**src/fdx_pkg.sv**
```systemverilog
// Constants shared by the depth-expansion chain and its stage buffers.
// Assumes a single 50 MHz clock that also serves as the transfer clock.
package fdx_pkg;

	// ----------------------------------------------------------------
	// Chain shape
	// ----------------------------------------------------------------
	localparam int DATA_W = 18;
	localparam int STAGE_DEPTH = 8;
	localparam int NUM_STAGES = 2;

	// ----------------------------------------------------------------
	// Per-stage latencies in clock cycles
	// ----------------------------------------------------------------
	localparam int MID_FILL_LAT = 4;
	localparam int LAST_FILL_LAT = 3;
	localparam int MID_FREE_LAT = 3;
	localparam int FIRST_FREE_LAT = 2;

	// ----------------------------------------------------------------
	// Mode capture
	// ----------------------------------------------------------------
	typedef enum logic [1:0] {
		FDX_ST_CAPT = 2'h0,
		FDX_ST_RUN = 2'h1,
		FDX_ST_HOLD = 2'h3
	} fdx_state_t;

	localparam fdx_state_t STATE_RST = FDX_ST_CAPT;
	localparam logic [1:0] SYNC_RST = 2'h0;
	localparam logic [1:0] CAPT_CNT_RST = 2'h0;
	// Edges to wait after release before the strap is trusted
	localparam logic [1:0] CAPT_WAIT = 2'h2;

endpackage

```
**src/fdx_stream_if.sv**
```systemverilog
// Valid/ready stream joining two neighbouring stages of the chain.
// Assumes both ends sit on the same clock.
`timescale 1ns/10ps
interface fdx_stream_if #(parameter int WIDTH = 18);
	logic valid;
	logic ready;
	logic [WIDTH-1:0] data;

	modport src (output valid, output data, input ready);
	modport snk (input valid, input data, output ready);
endinterface

```
**src/fdx_fifo.sv**
```systemverilog
// One fall-through stage of the chain: a small buffer with fixed fill
// and free latencies. Assumes latencies of at least two cycles.
`timescale 1ns/10ps
module fdx_fifo #(
	parameter int WIDTH = 18,
	parameter int DEPTH = 8,
	parameter int FILL_LAT = 4,
	parameter int FREE_LAT = 3
) (
	input wire logic ref_clk_i,
	input wire logic arst_n_i,
	fdx_stream_if.snk wr_if,
	fdx_stream_if.src rd_if
);
	import fdx_pkg::*;

	localparam int AW = $clog2(DEPTH);
	localparam int CW = $clog2(DEPTH + 1);
	localparam logic [CW-1:0] FULL_CNT = CW'(DEPTH);

	if (DEPTH < 2 || (1 << AW) != DEPTH || FILL_LAT < 2 || FREE_LAT < 2) begin : g_bad_cfg
		$error("fdx_fifo: depth must be a power of two, latencies >= 2");
	end

	logic [WIDTH-1:0] mem_ff [DEPTH];
	logic [WIDTH-1:0] data_ff;
	logic [AW-1:0] wr_ptr_ff, rd_ptr_ff, nxt_rd_ptr;
	logic [CW-1:0] used_ff, avail_ff;
	logic [FILL_LAT-1:0] fill_pipe_ff;
	logic [FREE_LAT-1:0] free_pipe_ff;
	logic wr_fire, rd_fire, fill_arrive, free_arrive;

	// ----------------------------------------------------------------
	// Handshakes and flags
	// ----------------------------------------------------------------
	assign wr_fire = wr_if.valid && wr_if.ready;
	assign rd_fire = rd_if.valid && rd_if.ready;
	assign fill_arrive = fill_pipe_ff[FILL_LAT-1];
	assign free_arrive = free_pipe_ff[FREE_LAT-1];
	assign wr_if.ready = (used_ff != FULL_CNT);
	assign rd_if.valid = (avail_ff != '0);
	assign rd_if.data = data_ff;
	assign nxt_rd_ptr = rd_fire ? rd_ptr_ff + AW'(1) : rd_ptr_ff;

	// ----------------------------------------------------------------
	// Storage: memory words are never reset; the output register and pointers are
	// ----------------------------------------------------------------
	always_ff @(posedge ref_clk_i) begin
		if (wr_fire)
			mem_ff[wr_ptr_ff] <= wr_if.data;
	end

	// Word becomes visible only after the fill delay, so the slot is
	// already written when the output register loads it
	always_ff @(posedge ref_clk_i or negedge arst_n_i) begin
		if (!arst_n_i)
			data_ff <= '0;
		else
			data_ff <= mem_ff[nxt_rd_ptr];
	end

	always_ff @(posedge ref_clk_i or negedge arst_n_i) begin
		if (!arst_n_i) begin
			wr_ptr_ff <= '0;
			rd_ptr_ff <= '0;
		end else begin
			if (wr_fire)
				wr_ptr_ff <= wr_ptr_ff + AW'(1);
			rd_ptr_ff <= nxt_rd_ptr;
		end
	end

	// ----------------------------------------------------------------
	// Latency pipes: each word pays the delay once, in parallel with
	// its neighbours, so a stream flows one word per cycle
	// ----------------------------------------------------------------
	always_ff @(posedge ref_clk_i or negedge arst_n_i) begin
		if (!arst_n_i) begin
			fill_pipe_ff <= '0;
			free_pipe_ff <= '0;
		end else begin
			fill_pipe_ff <= {fill_pipe_ff[FILL_LAT-2:0], wr_fire};
			free_pipe_ff <= {free_pipe_ff[FREE_LAT-2:0], rd_fire};
		end
	end

	// Read side count of words ready to leave
	always_ff @(posedge ref_clk_i or negedge arst_n_i) begin
		if (!arst_n_i)
			avail_ff <= '0;
		else
			avail_ff <= avail_ff + CW'(fill_arrive) - CW'(rd_fire);
	end

	// Write side count of slots taken; a slot frees only after its delay
	always_ff @(posedge ref_clk_i or negedge arst_n_i) begin
		if (!arst_n_i)
			used_ff <= '0;
		else
			used_ff <= used_ff + CW'(wr_fire) - CW'(free_arrive);
	end

endmodule // fdx_fifo

```
**src/fdx_chain.sv**
```systemverilog
// Depth-expansion chain of fall-through stages behind two flag pins.
// Assumes producer and consumer run on ref_clk_i; the mode strap is async.
`timescale 1ns/10ps
module fdx_chain #(
	parameter int DATA_W = fdx_pkg::DATA_W,
	parameter int STAGE_DEPTH = fdx_pkg::STAGE_DEPTH,
	parameter int NUM_STAGES = fdx_pkg::NUM_STAGES
) (
	input wire logic ref_clk_i,
	input wire logic arst_n_i,
	input wire logic first_data_fall_through_i,
	input wire logic wr_en_n_i,
	input wire logic [DATA_W-1:0] wr_data_i,
	output logic input_space_flag_n_o,
	input wire logic rd_en_n_i,
	output logic [DATA_W-1:0] rd_data_o,
	output logic out_valid_n_o,
	output logic mode_fault_o
);
	import fdx_pkg::*;

	if (NUM_STAGES < 1 || DATA_W < 1) begin : g_bad_cfg
		$error("fdx_chain: need at least one stage and one data bit");
	end

	// ----------------------------------------------------------------
	// Mode strap: synchronised, then caught once after reset release
	// ----------------------------------------------------------------
	logic [1:0] strap_sync_ff;
	fdx_state_t state_ff, nxt_state;
	logic run;

	always_ff @(posedge ref_clk_i or negedge arst_n_i) begin
		if (!arst_n_i)
			strap_sync_ff <= SYNC_RST;
		else
			strap_sync_ff <= {strap_sync_ff[0], first_data_fall_through_i};
	end

	// Wait until the strap has crossed both stages before deciding
	logic [1:0] capt_cnt_ff;

	always_ff @(posedge ref_clk_i or negedge arst_n_i) begin
		if (!arst_n_i)
			capt_cnt_ff <= CAPT_CNT_RST;
		else if (state_ff == FDX_ST_CAPT)
			capt_cnt_ff <= capt_cnt_ff + 2'h1;
	end

	always_comb begin
		nxt_state = state_ff;
		case (state_ff)
			FDX_ST_CAPT: begin
				if (capt_cnt_ff == CAPT_WAIT)
					nxt_state = strap_sync_ff[1] ? FDX_ST_RUN : FDX_ST_HOLD;
			end
			FDX_ST_RUN: nxt_state = FDX_ST_RUN;
			FDX_ST_HOLD: nxt_state = FDX_ST_HOLD;
			default: nxt_state = FDX_ST_CAPT;
		endcase
	end

	always_ff @(posedge ref_clk_i or negedge arst_n_i) begin
		if (!arst_n_i)
			state_ff <= STATE_RST;
		else
			state_ff <= nxt_state;
	end

	// Chaining only works in fall-through mode; otherwise the chain
	// refuses all traffic until the next reset
	assign run = (state_ff == FDX_ST_RUN);
	assign mode_fault_o = (state_ff == FDX_ST_HOLD);

	// ----------------------------------------------------------------
	// Stage chain
	// ----------------------------------------------------------------
	fdx_stream_if #(.WIDTH(DATA_W)) link [NUM_STAGES+1] ();

	assign link[0].valid = !wr_en_n_i && run;
	assign link[0].data = wr_data_i;
	assign input_space_flag_n_o = !(link[0].ready && run);

	assign link[NUM_STAGES].ready = !rd_en_n_i && run;
	assign out_valid_n_o = !link[NUM_STAGES].valid;
	assign rd_data_o = link[NUM_STAGES].data;

	// Each stage's output stream feeds the next stage's input directly:
	// write of stage k+1 follows valid of k, read of k follows space of k+1
	// A middle stage's share of the chain delay includes the hand-off edge
	// into its neighbour, which its own pipe does not see: one cycle less
	for (genvar k = 0; k < NUM_STAGES; k++) begin : g_stage
		localparam int FILL = (k == NUM_STAGES - 1) ? LAST_FILL_LAT : MID_FILL_LAT - 1;
		localparam int FREE = (k == 0) ? FIRST_FREE_LAT : MID_FREE_LAT - 1;

		fdx_fifo #(
			.WIDTH(DATA_W),
			.DEPTH(STAGE_DEPTH),
			.FILL_LAT(FILL),
			.FREE_LAT(FREE)
		) u_stage (
			.ref_clk_i(ref_clk_i),
			.arst_n_i(arst_n_i),
			.wr_if(link[k]),
			.rd_if(link[k+1])
		);
	end

endmodule // fdx_chain

```
**config.mk**
```make
export PLATFORM = sky130hd
export DESIGN_NAME = fdx_chain
export DESIGN_NICKNAME = d
export VERILOG_FILES = /design/src/fdx_pkg.sv /design/src/fdx_stream_if.sv /design/src/fdx_fifo.sv /design/src/fdx_chain.sv
export SDC_FILE = /design/constraint.sdc
export NUM_CORES = 1
export LEC_CHECK = 0
export ABC_AREA = 0
export BUFFER_PORTS_ARGS = -buffer_cell sky130_fd_sc_hd__buf_2
export CELL_PAD_IN_SITES_DETAIL_PLACEMENT = 0
export CELL_PAD_IN_SITES_GLOBAL_PLACEMENT = 1
export CORE_ASPECT_RATIO = 1.75
export CORE_MARGIN = 8
export CORE_UTILIZATION = 49
export DETAILED_ROUTE_END_ITERATION = 10
export PLACE_DENSITY_LB_ADDON = 0.25
export SYNTH_ARGS = -nofsm -noshare
export SYNTH_HDL_FRONTEND = slang
export SYNTH_HIERARCHICAL = 1
export SYNTH_SLANG_ARGS = --single-unit
export TNS_END_PERCENT = 10
```
**constraint.sdc**
```tcl
create_clock -name ref_clk_i -period 2.8 [get_ports ref_clk_i]
set_input_delay 0.28 -clock ref_clk_i [delete_from_list [all_inputs] [get_ports ref_clk_i]]
set_output_delay 0.28 -clock ref_clk_i [all_outputs]
set_load 0.005 [all_outputs]
```
==> reports/results.ini, run 1 <==
[critical_path]
worstPathArrival_ps = 2890
slowest_delay_ps = 570
critPathKind = flip-flop to flip-flop
crit_required_ps = 3210
crit_path_end_kind = flip-flop
reg2reg_depth = 8
crit_family = multiplexers
reg2reg_from = g_stage[1].u_stage/avail_ff[2]$_DFF_PN0_
rrSetupSlack_ps = 320
r2r-end = g_stage[1].u_stage/rd_if.data[4]$_DFF_PN0_
startpoint_type = flip-flop
path_max_fanout = 19
cp_cell_sequence = inv_1, ha_1, or3b_4, nand2_4, xor2_4, buf_12, mux4_1, mux2_2
crit_path_top_delay_cell = mux4_1
path_buf_inv = 2

[worst_hold_path]
hold_path.class = primary input to flip-flop
holdPathStages = 1
hold-path-endpoint = g_stage[0].u_stage/mem_ff[0][16]$_DFFE_PP_
hold_start = wr_data_i[16]

[route]
drc = 0
post_drt_wl_per_cell_um = 20.7
wirelength_um = 27500
drt-initial-drc-count = 376
via_per_inst = 5.53
drtPass1Iterations = 4
ant_nets = 0
vias = 7364

[cells_and_area]
final_common_cell = edfxtp_1
syn_to_final_growth_pct = 14.1
drive_gt1_share_pct = 20.7
n_fill_cell = 2375
multiInputGateArea_sq_mm = 0.00391
final_cell_mix = edfxtp_1 (288), dfrtp_1 (79), mux2i_1 (73)
n_antenna_cell = 0
regArea_sq_mm = 0.0107
fin_nets = 971
stdcell_count = 1332

[sta]
worstMarginPinSlew_ps = 736
setup_viol = 0
finalCritPeriodShare_pct = 88.6
relSlewSlack_pct = 50.9
timing.fmax_mhz = 403
drv_slew = 0
final-hold-violation-count = 0
fin_skew_ps = 27.8
rsz0062_at_grt = no
finalCriticalPeriod_ps = 2480

[clock_tree]
clockBufferDepth = 3
cts_tree = done
clock-sinks = 368
cts_max_level = 2
cts_buffers = 34
clkTransAtPathRegs_ps = 70
cts_root_buffer = clkbuf_16
cts_resized = 0
worstSkewPairLatency_ps = 540

[synthesis]
postSynthNetCount = 893
netlist_area_sq_mm = 0.0149
ys_warn_count = 6
synth_cells = 841
async_flop_share_pct = 21.7
synth_edf_count = 288
ys_seq_elements = 368
synth_seq_area_share_pct = 71.3
syn-mean-instance-area_sq_um = 17.8
ys.flop_type = edfxtp_1
yosys.cell_types.count = 46
synth_area_leaders = edfxtp_1 (58%), dfrtp_1 (13%), mux2i_1 (4.9%)
netlist.area_leader.share_pct = 57.9
synth_top_cell_by_area = edfxtp_1

[floorplan]
start_util_pct = 49.7
coreArea_sq_mm = 0.0301
std_cell_rows = 84
design.portCount = 44
die_h_um = 247
dieArea_sq_mm = 0.0365
die_width_um = 148

[grt]
antenna_found_initial = 1
overflow = 0
gr-usage-all-layers_pct = 15.7
grt_max_degree = 78
grt_pass1_vias = 7815
grt_pass1_wl_um = 43900

[power]
p_per_area_mw_per_mm2 = 1210
power_uw = 20600
vdd_drop_max_mv = 0.897
p_leak_uw = 0.00662

[placed_design]
io_buffers = 43
place_hpwl_um = 16300
placedCellCount = 1268
gp_congestion = 0.694

[run_status]
status = finished clean

[job]
max-cap-violations = 0

[per-layer routing]
layer / vias to the layer above / routed length [um] / GRT usage [%]
met5: - / 0 / 0
met4: 0 / 709 / 5.63
met3: 51 / 978 / 2.51
met2: 102 / 15200 / 29.3
met1: 3798 / 10600 / 17.5
li1: 3413 / - / -
[how the worst max path moves through the flow]
| stage | start | end | slack, ps | cells past startpoint |
|---|---|---|---|---|
| 2_1_floorplan | state_ff[1]$_DFFE_PN0P_ | g_stage[0].u_stage/mem_ff[0][0]$_DFFE_PP_ | -230 | 4 |
| 3_3_place_gp | g_stage[1].u_stage/avail_ff[2]$_DFF_PN0_ | g_stage[1].u_stage/rd_if.data[10]$_DFF_PN0_ | 340 | 8 |
| 3_5_place_dp | g_stage[1].u_stage/avail_ff[2]$_DFF_PN0_ | g_stage[1].u_stage/rd_if.data[9]$_DFF_PN0_ | 310 | 8 |
| 4_1_cts | g_stage[1].u_stage/avail_ff[2]$_DFF_PN0_ | g_stage[1].u_stage/rd_if.data[4]$_DFF_PN0_ | 290 | 8 |
| 5_1_grt | g_stage[0].u_stage/avail_ff[2]$_DFF_PN0_ | g_stage[0].u_stage/avail_ff[2]$_DFF_PN0_ | 210 | 12 |
| 6_report | g_stage[1].u_stage/avail_ff[2]$_DFF_PN0_ | g_stage[1].u_stage/rd_if.data[4]$_DFF_PN0_ | 320 | 8 |
[cells by family (layout without fill, tap and decap cells)]
kind of cell             Yosys count  count (layout)  share of synthesized area [%]
multiplexers                     129             129                           12.5
AND/OR/NAND/NOR                   52              52                           1.97
XOR/XNOR                          17              17                           1.30
buffers and inverters            106             210                           3.07
flip-flops                       368             368                           71.3
AO/OA/AOI/OAI                    140             140                           7.26
adder cells (fa/ha/maj)           29              29                           2.63
[synth_stat cells (2+ instances only)]
| library cell | n |
|---|---|
| edfxtp_1 | 288 |
| dfrtp_1 | 80 |
| mux2i_1 | 73 |
| inv_1 | 70 |
| a21oi_1 | 40 |
| a211o_1 | 36 |
| a22o_1 | 36 |
| ha_1 | 25 |
| mux4_1 | 25 |
| mux2_2 | 19 |
| buf_2 | 16 |
| nand2_1 | 15 |
| clkbuf_1 | 13 |
| mux4_2 | 11 |
| nor2_1 | 11 |
| o22ai_2 | 10 |
| xnor2_1 | 10 |
| o22ai_1 | 9 |
| nor3_1 | 8 |
| nand2b_1 | 6 |
| a21o_1 | 4 |
| fa_1 | 4 |
| xor2_1 | 4 |
| buf_6 | 3 |
| inv_2 | 2 |
| nor2_2 | 2 |
| nor4_1 | 2 |
[sequential cells by signal, summed over array words and instances, names as in the netlist]
register,cells
g_stage.u_stage/wr_ptr_ff,6
g_stage.u_stage/rd_ptr_ff,6
g_stage.u_stage/mem_ff,288
g_stage.u_stage/avail_ff,8
g_stage.u_stage/free_pipe_ff,4
strap_sync_ff,2
capt_cnt_ff,2
g_stage.u_stage/fill_pipe_ff,6
g_stage.u_stage/used_ff,8
state_ff,2
g_stage.u_stage/rd_if.data,36
[timing repair]
action	in CTS	in global routing
buffers inserted	0	0
hold buffers	2	0
endpoints found under the hold margin	53	0
[report_power, final]
part | switching [uW] | total (uW) | internal [uW]
clock network | 1990 | 4720 | 2720
logic | 3880 | 7360 | 3480
registers | 737 | 8500 | 7760
total | 6610 | 20600 | 14000
[area by class of cell]
cell class / instances / share of cell area [%]
clock buffer: 43 / 5.37
tap: 387 / 2.84
clock inverter: 19 / 1.36
inverter: 73 / 1.62
sequential: 368 / 62.5
timing repair buffer: 75 / 3.38
multi-input combinational: 367 / 22.9
[worst register-to-register path: stages (launching register included)]
cell     delay [ps]
dfrtp_1         360
inv_1            80
ha_1            140
or3b_4          400
nand2_4         120
xor2_4          220
buf_12          210
mux4_1          580
mux2_2          270
[metrics by stage]
stage	hold WS, ps	utilization, %	worst slack (ps)	instance area, sq um	setup TNS [ps]
final	29.9	56.7	321	17000	0
after global routing	23.1	56.7	207	17000	0
after CTS	2.63	56.7	294	17000	0
after detailed placement	338	52.8	307	15900	0
after global placement	334	52.8	341	15900	0
after floorplan	-15.6	-	-225	14900	-4660
(Power assumes the default switching activity.)
==> inputs of run 2 (changes only) <==
--- a/config.mk
+++ b/config.mk
@@ -16,6 +16,5 @@
 export PLACE_DENSITY_LB_ADDON = 0.25
 export SYNTH_ARGS = -nofsm -noshare
 export SYNTH_HDL_FRONTEND = slang
-export SYNTH_HIERARCHICAL = 1
 export SYNTH_SLANG_ARGS = --single-unit
 export TNS_END_PERCENT = 10
==> run 2 against run 1 <==
Compared with the run above:
- area after synthesis up 15%
- cell count rose by 19%
- non-clock buffer count is 10 higher
- utilization decreased by 0.72 points
- largest cell class unchanged
==> reports/results.ini, run 2 <==
[route]
drt-met1-wl_um = 12700  ; +20%
drc = 0  ; unchanged
drt-initial-drc-count = 306  ; -19%
vias = 8758  ; +19%
met3_length_um = 975  ; -0.31%
routed-wl-met2_um = 17700  ; +16%
wirelength_um = 32300  ; +17%
post_drt_wl_per_cell_um = 20.4  ; -1.0%
routed.top_layer = met5
ant_nets = 0  ; unchanged
via_per_inst = 5.54  ; +0.26%
drtPass1Iterations = 4  ; unchanged

[critical_path]
crit_path_end_kind = flip-flop
path_max_fanout = 38  ; +19
startpoint_type = flip-flop
crit_required_ps = 3190  ; -20 ps
worstPathArrival_ps = 2850  ; -40 ps
critPathKind = flip-flop to flip-flop
reg2reg_depth = 7  ; -1

[cells_and_area]
final_common_cell = mux2i_1
final_core_util_pct = 56.0  ; -0.72 points
syn_to_final_growth_pct = 12.5
n_fill_cell = 2787  ; +17%
n_antenna_cell = 0  ; unchanged
fin_nets = 1145  ; +18%
max_flop_register = g_stage.u_stage.mem_ff
largest_register_ffs = 288  ; unchanged
drive_gt1_share_pct = 17.7  ; -3.1 points
final_cell_mix = mux2i_1 (432), edfxtp_1 (288), dfrtp_1 (76)
stdcell_count = 1580  ; +19%

[sta]
rsz0062_at_grt = no
drv_slew = 0  ; unchanged
final-hold-violation-count = 0  ; unchanged
finalCriticalPeriod_ps = 2460  ; -19.9 ps
layout_setup_ws_ps = 341  ; +19.9 ps
timing.fmax_mhz = 407  ; +0.81%
final.setup.tns_ps = 0  ; unchanged
setup_viol = 0  ; unchanged
finalCritPeriodShare_pct = 87.8  ; -0.71 points
fin_skew_ps = 13.3  ; -14.5 ps
relSlewSlack_pct = 49.2  ; -1.7 points
worstMarginPinSlew_ps = 762  ; +26.2 ps

[synthesis]
netlist.area_leader.share_pct = 50.4  ; -7.5 points
synth_area_leaders = edfxtp_1 (50%), mux2i_1 (25%), dfrtp_1 (11%)
netlist_area_sq_mm = 0.0171  ; +15%
postSynthNetCount = 1080  ; +21%
syn-mean-instance-area_sq_um = 16.6  ; -6.3%
synth_top_cell_by_area = edfxtp_1
synth_most_common_cell = mux2i_1
ys.flop_type = edfxtp_1
synth_edf_count = 288  ; unchanged
ys_warn_count = 0  ; -6
ys_top_cells_by_count = mux2i_1 (432), edfxtp_1 (288), dfrtp_1 (78)
async_flop_share_pct = 21.3  ; -0.43 points
synth_seq_area_share_pct = 61.8  ; -9.5 points
yosys.cell_types.count = 37  ; -20%
synth_cells = 1030  ; +22%
ys_seq_elements = 366  ; -0.54%

[clock_tree]
worstSkewPairLatency_ps = 520  ; -20 ps
cts_buffers = 35  ; +2.9%
postCtsSetupBuffers = 0  ; unchanged
clockBufferDepth = 3  ; unchanged
clkTransAtPathRegs_ps = 60  ; about the same
cts_resized = 0  ; unchanged
cts_root_buffer = clkbuf_16
clock-sinks = 366  ; -0.54%
cts_tree = done
cts_max_level = 2  ; unchanged

[power]
p_per_area_mw_per_mm2 = 1220  ; +1.2%
seqPwrFrac_pct = 36.7  ; -4.6 points
power_uw = 23600  ; +15%
p_leak_uw = 0.00822  ; +24%
sw_frac_of_total_pct = 33.8  ; +1.7 points
comb_power_share_pct = 43.1  ; +7.3 points
vdd_drop_max_mv = 0.665  ; -26%
p_int_uw = 15600  ; +12%
power.switching_uw = 7980  ; +21%
pwr-share-clk_pct = 20.3  ; -2.6 points

[placed_design]
pre_cts_ws_ps = 339  ; +32.5 ps
placedCellCount = 1513  ; +19%
gp_congestion = 0.710  ; +2.3%
place_hpwl_um = 20100  ; +23%
io_buffers = 43  ; unchanged

[run_status]
status = finished clean

[job]
max-cap-violations = 0  ; unchanged

[floorplan]
std_cell_rows = 90  ; +7.1%
design.portCount = 44  ; unchanged
die_width_um = 157  ; +6.4%
die_h_um = 263  ; +6.7%
dieArea_sq_mm = 0.0415  ; +13%
start_util_pct = 49.7  ; +0.062 points
coreArea_sq_mm = 0.0345  ; +15%

[grt]
overflow = 0  ; unchanged
grt_pass1_vias = 9322  ; +19%
antenna_found_initial = 1  ; unchanged
grt_max_degree = 74  ; -5.1%
grt_pass1_wl_um = 51100  ; +16%
gr-usage-all-layers_pct = 16.1  ; +0.40 points

[worst_hold_path]
holdPathStages = 1  ; unchanged
hold_path.class = primary input to flip-flop

==> run 2: kinds of logic after synthesis <==
kind of cell               after synthesis  share of synthesized area (%)
AOI/OAI and AO/OA                       15                          0.613
xor gates and xnor gates                18                           1.01
adders and majority gates               27                           2.15
buffers and inverters                   87                           2.79
DFF                                    366                           61.8
muxes                                  470                           30.1
and+or+nand+nor                         47                           1.53
==> run 2: final cells by class <==
cell class / count / area (sq um) / share of cell area [%]
Sequential cell: 366 / 10600 / 55.0
Multi-Input combinational cell: 577 / 6170 / 32.0
Clock buffer: 47 / 983 / 5.10
Timing Repair Buffer: 85 / 658 / 3.41
Tap cell: 460 / 576 / 2.98
Clock inverter: 15 / 181 / 0.940
Inverter: 30 / 115 / 0.597
==> run 2: critical path, stage by stage, from the launching register on <==
cell and delay [ps]:
dfrtp_1 360, inv_1 70, ha_1 140, nor3b_4 210, or3_4 270, buf_4 540
mux2i_1 180, mux4_2 510
==> run 2: power by group through the flow <==
stage | Clock, uW | Sequential (uW) | Combinational, uW
2_1_floorplan | 0 | 8450 | 7760
3_3_place_gp | 0 | 8690 | 10200
3_5_place_dp | 0 | 8760 | 10400
4_1_cts | 4910 | 8650 | 10400
5_1_grt | 5090 | 8820 | 11000
6_report | 4780 | 8640 | 10100
==> run 2: per-stage QoR <==
stage / hold WS [ps] / cell area (sq um)
global placement: 335 / 18100
detailed placement: 337 / 18100
CTS: 1.90 / 19300
floorplan: -15.6 / 17100
global route: 19.9 / 19300
finish: 31.5 / 19300
==> run 2: layer usage <==
metal / vias up / global-route usage [%]
met5: - / 0
met4: 2 / 5.66
met3: 68 / 2.59
met2: 125 / 30.3
met1: 4470 / 17.6
li1: 4093 / -
==> run 2: worst paths after layout <==
kind | start | end | slack (ps)
max in group asynchronous | arst_n_i | g_stage[0].u_stage.rd_if.data[3]$_DFF_PN0_ | 1750
worst min-delay path | wr_data_i[7] | g_stage[0].u_stage.mem_ff[7][7]$_DFFE_PP_ | 30
worst max register to register | g_stage[1].u_stage.avail_ff[2]$_DFF_PN0_ | g_stage[1].u_stage.rd_if.data[9]$_DFF_PN0_ | 340
worst max-delay path | g_stage[1].u_stage.avail_ff[2]$_DFF_PN0_ | g_stage[1].u_stage.rd_if.data[9]$_DFF_PN0_ | 340
worst min register to register | g_stage[0].u_stage.fill_pipe_ff[0]$_DFF_PN0_ | g_stage[0].u_stage.fill_pipe_ff[1]$_DFF_PN0_ | 350
min in group asynchronous | arst_n_i | g_stage[0].u_stage.wr_ptr_ff[1]$_DFFE_PN0N_ | 380
==> run 2: what timing repair did <==
item,CTS,global route
hold buffers,5,0
hold endpoints to repair,63,0
endpoints found under the setup margin,0,0
